`src/common/dpicd_pkg.sv`:
```
// Purpose: Shared constants for the PHY init sequencer and command delay
// Assumes: System clock mclk at 25 MHz
// Notes:   Wait counts are in system clocks
package dpicd_pkg;
    localparam int unsigned WAIT_W          = 18;
    localparam logic [17:0] WAIT_MAX        = 18'h3ffff;
    localparam logic [17:0] RESET_WAIT_DEF  = 18'h0d039;  // 53305 clocks
    localparam logic [17:0] CKE_WAIT_DEF    = 18'h2088f;  // 133263 clocks
    localparam int unsigned CMD_W           = 32;
    localparam int unsigned DLY_STAGES      = 2;
    localparam logic [1:0]  DLY_NONE        = 2'h0;
    localparam logic [1:0]  DLY_ONE         = 2'h1;
    localparam logic [1:0]  DLY_TWO         = 2'h2;
    localparam int unsigned NSTAGE          = 7;
    // Stage index in the calibration enable vector
    localparam int unsigned ST_WRLVL        = 0;
    localparam int unsigned ST_GATE         = 1;
    localparam int unsigned ST_RDTRAIN      = 2;
    localparam int unsigned ST_WRDQSDQ      = 3;
    localparam int unsigned ST_COMPLEX      = 4;
    localparam int unsigned ST_RDVREF       = 5;
    localparam int unsigned ST_WRVREF       = 6;

    typedef enum logic [2:0] {
        DPICD_WAIT_SELFCAL,
        DPICD_WAIT_RESET,
        DPICD_WAIT_CKE,
        DPICD_CALIBRATE,
        DPICD_DONE
    } dpicd_state_e;
endpackage : dpicd_pkg

```
`src/design/dpicd_cmd_pipe.sv`:
```
// Purpose: Bypassable zero to two stage command/address delay pipeline
// Assumes: Delay select is quasi-static during traffic
// Notes:   Same delay applied to every command bit; output is registered
`timescale 1ns/1ps
module dpicd_cmd_pipe
    import dpicd_pkg::*;
(
    input  wire logic             mclk,
    input  wire logic             rst_n,
    input  wire logic [1:0]       dly_sel,
    input  wire logic [CMD_W-1:0] cmd_in,
    output logic      [CMD_W-1:0] cmd_out_q
);
    logic [CMD_W-1:0] stage_q [DLY_STAGES];

    genvar g;
    generate
        for (g = 0; g < DLY_STAGES; g++) begin : g_stage
            if (g == 0) begin : g_first
                always_ff @(posedge mclk or negedge rst_n) begin
                    if (!rst_n) begin
                        stage_q[g] <= '0;
                    end else begin
                        stage_q[g] <= cmd_in;
                    end
                end
            end else begin : g_next
                always_ff @(posedge mclk or negedge rst_n) begin
                    if (!rst_n) begin
                        stage_q[g] <= '0;
                    end else begin
                        stage_q[g] <= stage_q[g-1];
                    end
                end
            end
        end
    endgenerate

    // Output register sits after the select so every setting pays the same one flop
    always_ff @(posedge mclk or negedge rst_n) begin
        if (!rst_n) begin
            cmd_out_q <= '0;
        end else begin
            case (dly_sel)
                DLY_ONE: cmd_out_q <= stage_q[0];
                DLY_TWO: cmd_out_q <= stage_q[1];
                default: cmd_out_q <= cmd_in;
            endcase
        end
    end
endmodule : dpicd_cmd_pipe

```
`src/design/dpicd_top.sv`:
```
// Purpose: PHY power-up timing, calibration stage selection and command delay
// Assumes: All inputs except rstn and selfcal_done are on mclk
// Notes:   Calibration stages are reported as enables; the stage engines are outside
`timescale 1ns/1ps
module dpicd_top
    import dpicd_pkg::*;
(
    input  wire logic              mclk,
    input  wire logic              rstn,
    input  wire logic              selfcal_done,
    input  wire logic              cal_bypass,
    input  wire logic              cal_complex_skip,
    input  wire logic              cal_rd_vref_full,
    input  wire logic              cal_wr_vref_full,
    input  wire logic              cal_jitter_reduced,
    input  wire logic              cal_stages_done,
    input  wire logic [WAIT_W-1:0] reset_release_wait,
    input  wire logic [WAIT_W-1:0] clock_enable_wait,
    input  wire logic [1:0]        command_path_added_delay,
    input  wire logic [CMD_W-1:0]  ctrl_cmd,
    input  wire logic              ctrl_write_column_strobe,
    input  wire logic              ctrl_read_column_strobe,
    output logic                   dram_reset_n_q,
    output logic                   dram_cke_q,
    output logic                   cal_run_q,
    output logic [NSTAGE-1:0]      cal_stage_en_q,
    output logic                   cal_jitter_full_q,
    output logic                   cal_done_q,
    output logic [CMD_W-1:0]       dram_cmd_q,
    output logic                   phy_write_strobe_q,
    output logic                   phy_read_strobe_q,
    output logic [1:0]             phy_extra_latency_q
);
    logic              rst_s1_q;
    logic              rst_n_q;
    logic              sc_s1_q;
    logic              sc_s2_q;
    dpicd_state_e      state_q;
    logic [WAIT_W-1:0] cnt_q;
    logic              reset_wait_over;
    logic              cke_wait_over;

    // Reset release through two flops
    always_ff @(posedge mclk or negedge rstn) begin
        if (!rstn) begin
            rst_s1_q <= 1'b0;
            rst_n_q  <= 1'b0;
        end else begin
            rst_s1_q <= 1'b1;
            rst_n_q  <= rst_s1_q;
        end
    end

    // Self-calibration done comes from the I/O bank, not from mclk logic
    always_ff @(posedge mclk or negedge rst_n_q) begin
        if (!rst_n_q) begin
            sc_s1_q <= 1'b0;
            sc_s2_q <= 1'b0;
        end else begin
            sc_s1_q <= selfcal_done;
            sc_s2_q <= sc_s1_q;
        end
    end

    // Wait values are taken live; hold them steady during power-up
    // Saturating at the counter limit keeps an oversized wait from hanging the sequence
    assign reset_wait_over = (cnt_q >= reset_release_wait) || (cnt_q == WAIT_MAX);
    assign cke_wait_over   = (cnt_q >= clock_enable_wait) || (cnt_q == WAIT_MAX);

    // Power-up sequencer
    always_ff @(posedge mclk or negedge rst_n_q) begin
        if (!rst_n_q) begin
            state_q <= DPICD_WAIT_SELFCAL;
        end else begin
            case (state_q)
                DPICD_WAIT_SELFCAL: begin
                    if (sc_s2_q) begin
                        state_q <= DPICD_WAIT_RESET;
                    end
                end
                DPICD_WAIT_RESET: begin
                    if (reset_wait_over) begin
                        state_q <= DPICD_WAIT_CKE;
                    end
                end
                DPICD_WAIT_CKE: begin
                    if (cke_wait_over) begin
                        state_q <= cal_bypass ? DPICD_DONE : DPICD_CALIBRATE;
                    end
                end
                DPICD_CALIBRATE: begin
                    if (cal_stages_done) begin
                        state_q <= DPICD_DONE;
                    end
                end
                DPICD_DONE: begin
                    state_q <= DPICD_DONE;
                end
                default: begin
                    state_q <= DPICD_WAIT_SELFCAL;
                end
            endcase
        end
    end

    // Wait counter, cleared as each wait ends so the next one starts from zero
    always_ff @(posedge mclk or negedge rst_n_q) begin
        if (!rst_n_q) begin
            cnt_q <= '0;
        end else begin
            case (state_q)
                DPICD_WAIT_RESET: begin
                    cnt_q <= reset_wait_over ? '0 : cnt_q + 1'b1;
                end
                DPICD_WAIT_CKE: begin
                    cnt_q <= cke_wait_over ? '0 : cnt_q + 1'b1;
                end
                default: begin
                    cnt_q <= '0;
                end
            endcase
        end
    end

    // DRAM reset pin, released once the reset wait is over
    always_ff @(posedge mclk or negedge rst_n_q) begin
        if (!rst_n_q) begin
            dram_reset_n_q <= 1'b0;
        end else begin
            dram_reset_n_q <= (state_q != DPICD_WAIT_SELFCAL) && (state_q != DPICD_WAIT_RESET);
        end
    end

    // DRAM clock enable pin, raised once the clock enable wait is over
    always_ff @(posedge mclk or negedge rst_n_q) begin
        if (!rst_n_q) begin
            dram_cke_q <= 1'b0;
        end else begin
            dram_cke_q <= (state_q == DPICD_CALIBRATE) || (state_q == DPICD_DONE);
        end
    end

    // Sequencer status flags
    always_ff @(posedge mclk or negedge rst_n_q) begin
        if (!rst_n_q) begin
            cal_run_q  <= 1'b0;
            cal_done_q <= 1'b0;
        end else begin
            cal_run_q  <= (state_q == DPICD_CALIBRATE);
            cal_done_q <= (state_q == DPICD_DONE);
        end
    end

    // Stage enables; the first four stages have no skip option
    always_ff @(posedge mclk or negedge rst_n_q) begin
        if (!rst_n_q) begin
            cal_stage_en_q <= '0;
        end else begin
            cal_stage_en_q[ST_WRLVL]   <= !cal_bypass;
            cal_stage_en_q[ST_GATE]    <= !cal_bypass;
            cal_stage_en_q[ST_RDTRAIN] <= !cal_bypass;
            cal_stage_en_q[ST_WRDQSDQ] <= !cal_bypass;
            cal_stage_en_q[ST_COMPLEX] <= !cal_bypass && !cal_complex_skip;
            cal_stage_en_q[ST_RDVREF]  <= !cal_bypass && cal_rd_vref_full;
            cal_stage_en_q[ST_WRVREF]  <= !cal_bypass && cal_wr_vref_full;
        end
    end

    // Jitter calibration mode
    always_ff @(posedge mclk or negedge rst_n_q) begin
        if (!rst_n_q) begin
            cal_jitter_full_q <= 1'b1;
        end else begin
            // Reduced jitter search shortens simulation only; hardware must keep it low
            cal_jitter_full_q <= !cal_jitter_reduced;
        end
    end

    // Column strobes bypass the command delay so control logic gains lead time
    always_ff @(posedge mclk or negedge rst_n_q) begin
        if (!rst_n_q) begin
            phy_write_strobe_q <= 1'b0;
            phy_read_strobe_q  <= 1'b0;
        end else begin
            phy_write_strobe_q <= ctrl_write_column_strobe;
            phy_read_strobe_q  <= ctrl_read_column_strobe;
        end
    end

    // Added delay reported as extra latency; setting 3 is not legal and counts as none
    always_ff @(posedge mclk or negedge rst_n_q) begin
        if (!rst_n_q) begin
            phy_extra_latency_q <= DLY_NONE;
        end else begin
            case (command_path_added_delay)
                DLY_ONE: phy_extra_latency_q <= DLY_ONE;
                DLY_TWO: phy_extra_latency_q <= DLY_TWO;
                default: phy_extra_latency_q <= DLY_NONE;
            endcase
        end
    end

    // Delay chosen by the integrator per rank, ECC and latencies
    dpicd_cmd_pipe u_cmd_pipe (
        .mclk      (mclk),
        .rst_n     (rst_n_q),
        .dly_sel   (command_path_added_delay),
        .cmd_in    (ctrl_cmd),
        .cmd_out_q (dram_cmd_q)
    );
endmodule : dpicd_top

```
`config.mk`:
```
export PLATFORM = sky130hd
export DESIGN_NAME = dpicd_top
export DESIGN_NICKNAME = d
export VERILOG_FILES = /design/src/common/dpicd_pkg.sv /design/src/design/dpicd_cmd_pipe.sv /design/src/design/dpicd_top.sv
export SDC_FILE = /design/constraint.sdc
export NUM_CORES = 1
export LEC_CHECK = 0
export BUFFER_PORTS_ARGS = -buffer_cell sky130_fd_sc_hd__buf_2
export CORE_ASPECT_RATIO = 0.75
export CORE_MARGIN = 2
export CORE_UTILIZATION = 52
export CTS_CLUSTER_DIAMETER = 120
export CTS_CLUSTER_SIZE = 40
export DETAILED_ROUTE_END_ITERATION = 7
export MAX_ROUTING_LAYER = met4
export PLACE_DENSITY_LB_ADDON = 0.1
export SLEW_MARGIN = 15
export SYNTH_ARGS = -nofsm -noshare
export SYNTH_HDL_FRONTEND = slang
export SYNTH_SLANG_ARGS = --single-unit
export TNS_END_PERCENT = 50
```
`constraint.sdc`:
```
create_clock -name mclk -period 5.7 [get_ports mclk]
set_clock_uncertainty 0.15 [all_clocks]
set_input_delay 0.855 -clock mclk [delete_from_list [all_inputs] [get_ports mclk]]
set_output_delay 0.855 -clock mclk [all_outputs]
set_load 0.02 [all_outputs]
```
**Word-level counts from Yosys, hierarchy flattened**

Index checks and enable logic that the tools add are counted.

- Add/sub/neg operators: 1
- $lt $le $gt $ge: 2
- Equality and inequality tests: 12
- Muxes and demuxes: 11
- Reduce and logical (&&, ||, !) cells: 13

Operators with widths:

| kind | count |
|---|---|
| one-hot mux 32 bit (2 select lines) | 1 |
| greater-or-equal comparator 18 bit | 2 |
| 2-to-1 mux 18 bit | 2 |
| one-hot mux 18 bit (2 select lines) | 1 |
| adder 18 x 1 -> 18 bit (second input constant) | 1 |
| == test 18 bit (second input constant) | 1 |
| 2-to-1 mux 3 bit | 5 |
| one-hot mux 3 bit (5 select lines) | 1 |
| != test 2 bit (second input constant) | 4 |
| == test 3 x 2 -> 1 bit (second input constant) | 2 |
| logical AND 1 bit | 4 |
| one-hot mux 2 bit (2 select lines) | 1 |
| AND reduction 4 bit | 1 |
| == test 3 x 1 -> 1 bit (second input constant) | 1 |
| == test 3 bit (second input constant) | 1 |
| zero test 1 bit | 3 |
| zero test 3 bit | 1 |
| logical OR 1 bit | 3 |
| != test 3 x 1 -> 1 bit (second input constant) | 1 |
| nonzero test 3 bit | 1 |
| == test 2 x 1 -> 1 bit (second input constant) | 1 |
| == test 2 bit (second input constant) | 1 |

- Register bits: 137
- Input bits: 81
- Word-level logic and storage cells: 57

**Longest topological paths before layout**

- Word-level depth: 4
- Depth in mapped cells: 10
- Depth with buffers taken out: 9

**Cells and area by module**

From an unflattened synthesis, not the netlist that was laid out.

- Cells, all modules: 470
- Area total of the unflattened synthesis: 5471.5 µm²

By module, submodules not included:

| module | instances | cells each | area an instance (µm²) | seq. area each (µm²) |
|---|---|---|---|---|
| dpicd_cmd_pipe | 1 | 209 | 3046.7 | 2402.3 |
| dpicd_top | 1 | 261 | 2424.8 | 952.2 |

**Worst setup path after synthesis**

No wires, ideal clock.

- Path type: input to register
- Start: in clock_enable_wait[7]
- End: reg cnt_q[6]
- Setup time: 0.071 ns
- Arrival: 2.439 ns
- Setup slack: 3.040 ns
- Stages: 9
- Buffers on the path: 1
- Path through: inv_1 > ha_1 > a211oi_2 > o21bai_1 > o311a_4 > nor3b_4 > nor2_4 > buf_6 > nor2_1

- Cells in the longest elaborated chain, start to end: 4

RTL lines:

| what | RTL line | text |
|---|---|---|
| from (decl) | dpicd_top.sv:18 | `input wire logic [WAIT_W-1:0] clock_enable_wait,` |
| greater-or-equal comparator 18 bit | dpicd_top.sv:68 | `assign cke_wait_over = (cnt_q >= clock_enable_wait) \|\| (cnt_q == WAIT_MAX);` |
| logical OR 1 bit | dpicd_top.sv:68 |  |
| 2-to-1 mux 18 bit | dpicd_top.sv:116 | `cnt_q <= cke_wait_over ? '0 : cnt_q + 1'b1;` |
| one-hot mux 18 bit (2 select lines) | dpicd_top.sv:111 | `case (state_q)` |
| to (signal assigned) | dpicd_top.sv:113 | `cnt_q <= reset_wait_over ? '0 : cnt_q + 1'b1;` |
| to (signal assigned) | dpicd_top.sv:116 |  |
| to (decl) | dpicd_top.sv:39 | `logic [WAIT_W-1:0] cnt_q;` |

Every way passes these cells.
A chain may end at the register's enable or synchronous reset.

**Worst setup path in the final report**

- Start: in clock_enable_wait[7]
- End: reg cnt_q[1]

Same word-level chain as after synthesis.

==> results.yml <==
clock_tree:
  clkTransAtPathRegs_ps: 60
  ctsResizeCount: 0
  cts_buffer_depth: 2
  cts_hold_buf: 0
  clock-sinks: 134
  numCtsBuffers: 17
  cts_setup_buffers: 0
  h-tree-depth: 4
  clk-insertion-delay-late_ps: 400
  tritoncts: "yes"
  cts-root-buf: "clkbuf_16"
setup_path:
  reg2reg_slack_ps: 3150
  critPathMaxFanout: 17
  crit_arrival_ps: 2720
  end_kind: "register"
  worstSetupPathType: "input pin to register"
  crit_path_cell_trace: "buf_2 -> inv_1 -> ha_1 -> nand4_1 -> nor3_1 -> o311a_4 -> nor3b_4 -> nor2_4 -> and2b_1"
  slowest_stage: "nor3_1"
  cp_slowest_stage_delay_ps: 370
  cp-start-kind: "input pin"
  cp.required_ps: 5840
global_route:
  grt.overflow.total: 0
  grt_pass1_wl_um: 18300
  grt_max_degree: 81
  gr-usage-all-layers_pct: 21.4
  grt_pass1_vias: 3770
  antenna_found_initial: 0
synth:
  ys_top_cells_by_area: "dfrtp_1 (60%), ha_1 (9.3%), a22oi_1 (4.5%)"
  ys.flop_type: "dfrtp_1"
  synthAdderAreaFrac_pct: 9.26
  synth_area_sq_um: 5540
  synth_compound_area_share_pct: 11.6
  syn_nets: 593
  synth_warnings: 0
  synth_xor_area_share_pct: 2.53
  synth_simple_gate_area_share_pct: 11.6
  synth.area.mux_share_pct: 0
  synth_enable_flop_cells: 0
  netlist.area_leader.share_pct: 60.1
  async_flop_share_pct: 100
  yosysTopAreaCell: "dfrtp_1"
  ys_types: 49
  seq_area_frac_synth_pct: 60.6
  post_synth_inst_count: 471
  syn_avg_cell_area_sq_um: 11.8
  synth_top_family_by_area: "simple AND/OR/NAND/NOR gates"
  synth_seq_cells: 134
timing:
  fmax_ghz: 0.387
  worstMarginPinSlew_ps: 1000
  finalHoldViolCount: 0
  setup_viol: 0
  maxSlewHeadroom_pct: 33.0
  finalCritPeriodShare_pct: 45.3
  slew_viol_final: 0
  rsz0062_at_grt: "no"
  tns_ps: 0
  period_minus_slack_ps: 2580
die:
  die_area_sq_um: 11500
  rows: 32
  die_w_um: 123
  die_h_um: 93.4
  coreArea_sq_um: 10300
  ios: 129
  initial_utilization_pct: 53.6
pwr:
  p_sw_uw: 679
  total_leakage_power_nw: 3.53
  power.density_nw_per_um2: 375
  seq_power_share_pct: 42.1
  ir_drop_mv: 0.254
  pwr-share-clk_pct: 43.1
  total_power_mw: 2.59
  p_comb_share_pct: 14.9
  internal_power_mw: 1.91
  swShare_pct: 26.2
run:
  drv_cap: 0
outcome:
  status: "completed"
finish:
  final_cell_mix: "dfrtp_1 (132), buf_2 (128), nand2_1 (45), inv_1 (42), ha_1 (40)"
  final_common_cell: "dfrtp_1"
  antenna_cells: 0
  areaGrowthSynthToFinish_pct: 24.6
  drive_gt1_share_pct: 30.0
  nets: 725
drt:
  ant_nets: 0
  vias: 3828
  drt-total-wl_um: 11100
  drt_iter0_drc: 222
  drcViolationCount: 0
  wl_per_cell_um: 14.8
  firstDrtPassIters: 5
  routed_via_density: 5.09
place:
  portBuffers: 128
  gp_congestion: 0.818
  hpwl_um: 7580
min_path:
  hold_path_class: "input pin to asynchronous set/reset pin"
==> metrics by stage <==
step	cell area (sq um)	hold WS, ps	std cells	worst slack (ps)	util (%)
final	6900	74.5	752	3120	66.8
after floorplan	5540	181	471	1540	-
after CTS	6900	56.3	752	3130	66.8
after detailed placement	6290	186	720	2750	60.9
after global routing	6900	61.6	752	2960	66.8
after global placement	6290	182	720	2770	60.9
==> critical path, delay by kind of cell <==
kind / cells / cell delay (ps)
AOI/OAI and AO/OA: 1 / 280
adders and majority gates: 1 / 310
buffers and inverters: 2 / 110
and+or+nand+nor: 5 / 1170
==> kinds of logic (layout without fill, tap and decap cells) <==
group,after synthesis,after routing
compound gates,96,96
xor+xnor,16,16
fa+ha+maj,41,41
buf+inv,59,204
flops,134,134
other cells,1,1
simple gates,124,124
==> registers in the layout (all words and copies together), names as in the netlist <==
signal and flops:
rst_s1_q 1, phy_read_strobe_q 1, u_cmd_pipe.stage_q 64, phy_write_strobe_q 1, cal_run_q 1, sc_s1_q 1, cnt_q 18, phy_extra_latency_q 2
dram_cke_q 1, cal_jitter_full_q 1, u_cmd_pipe.cmd_out_q 32, dram_reset_n_q 1, cal_stage_en_q 4, cal_done_q 1, sc_s2_q 1, rst_n_q 1
state_q 3
==> layer usage <==
metal	vias to the layer above	wire, um	GRT usage [%]	part of all wire (%)
met3	5	582	5.85	5.2
met1	1854	5550	30.5	50
met2	93	4940	30.4	44
li1	1876	-	-	-
met5	-	0	-	0
met4	0	59	6.06	0.53
==> area by class of cell <==
type | instances | area (sq um)
Tap cell | 136 | 170
Clock inverter | 14 | 183
Fill cell | 811 | 3430
Timing Repair Buffer | 130 | 656
Clock buffer | 18 | 429
Multi-Input combinational cell | 278 | 1950
Inverter | 42 | 158
Sequential cell | 134 | 3360
==> worst paths after layout <==
path	from	end	depth (start not counted)
worst max register to register	cnt_q[7]	cnt_q[1]	7
worst min register to register	sc_s1_q	sc_s2_q	0
worst min-delay path	rstn	rst_n_q	1
max in group asynchronous	rst_n_q	u_cmd_pipe.cmd_out_q[8]	1
min in group mclk	sc_s1_q	sc_s2_q	0
worst max-delay path	clock_enable_wait[7]	cnt_q[1]	9
==> power by group through the flow <==
stage	combinational [mW]	sequential [mW]	clock (mW)
floorplan	0.220	1.15	0
global placement	0.376	1.10	0
detailed placement	0.387	1.10	0
CTS	0.391	1.09	1.14
global route	0.437	1.10	1.18
finish	0.385	1.09	1.11
==> cells in the mapped netlist, types with 2 or more instances <==
master,number
a2111oi_2,2
a21o_1,2
a21oi_1,11
a22oi_1,33
and3_2,2
buf_4,3
clkbuf_1,13
dfrtp_1,133
ha_1,41
inv_1,42
nand2_1,45
nand2b_1,2
nand2b_4,2
nand3_1,12
nand4_1,8
nor2_1,29
nor2_2,3
nor2_4,2
nor2b_1,4
nor3_1,3
o21ai_0,36
o21bai_1,2
xnor2_1,7
xor2_1,9
Note: power is estimated with default switching activity, not from simulation.
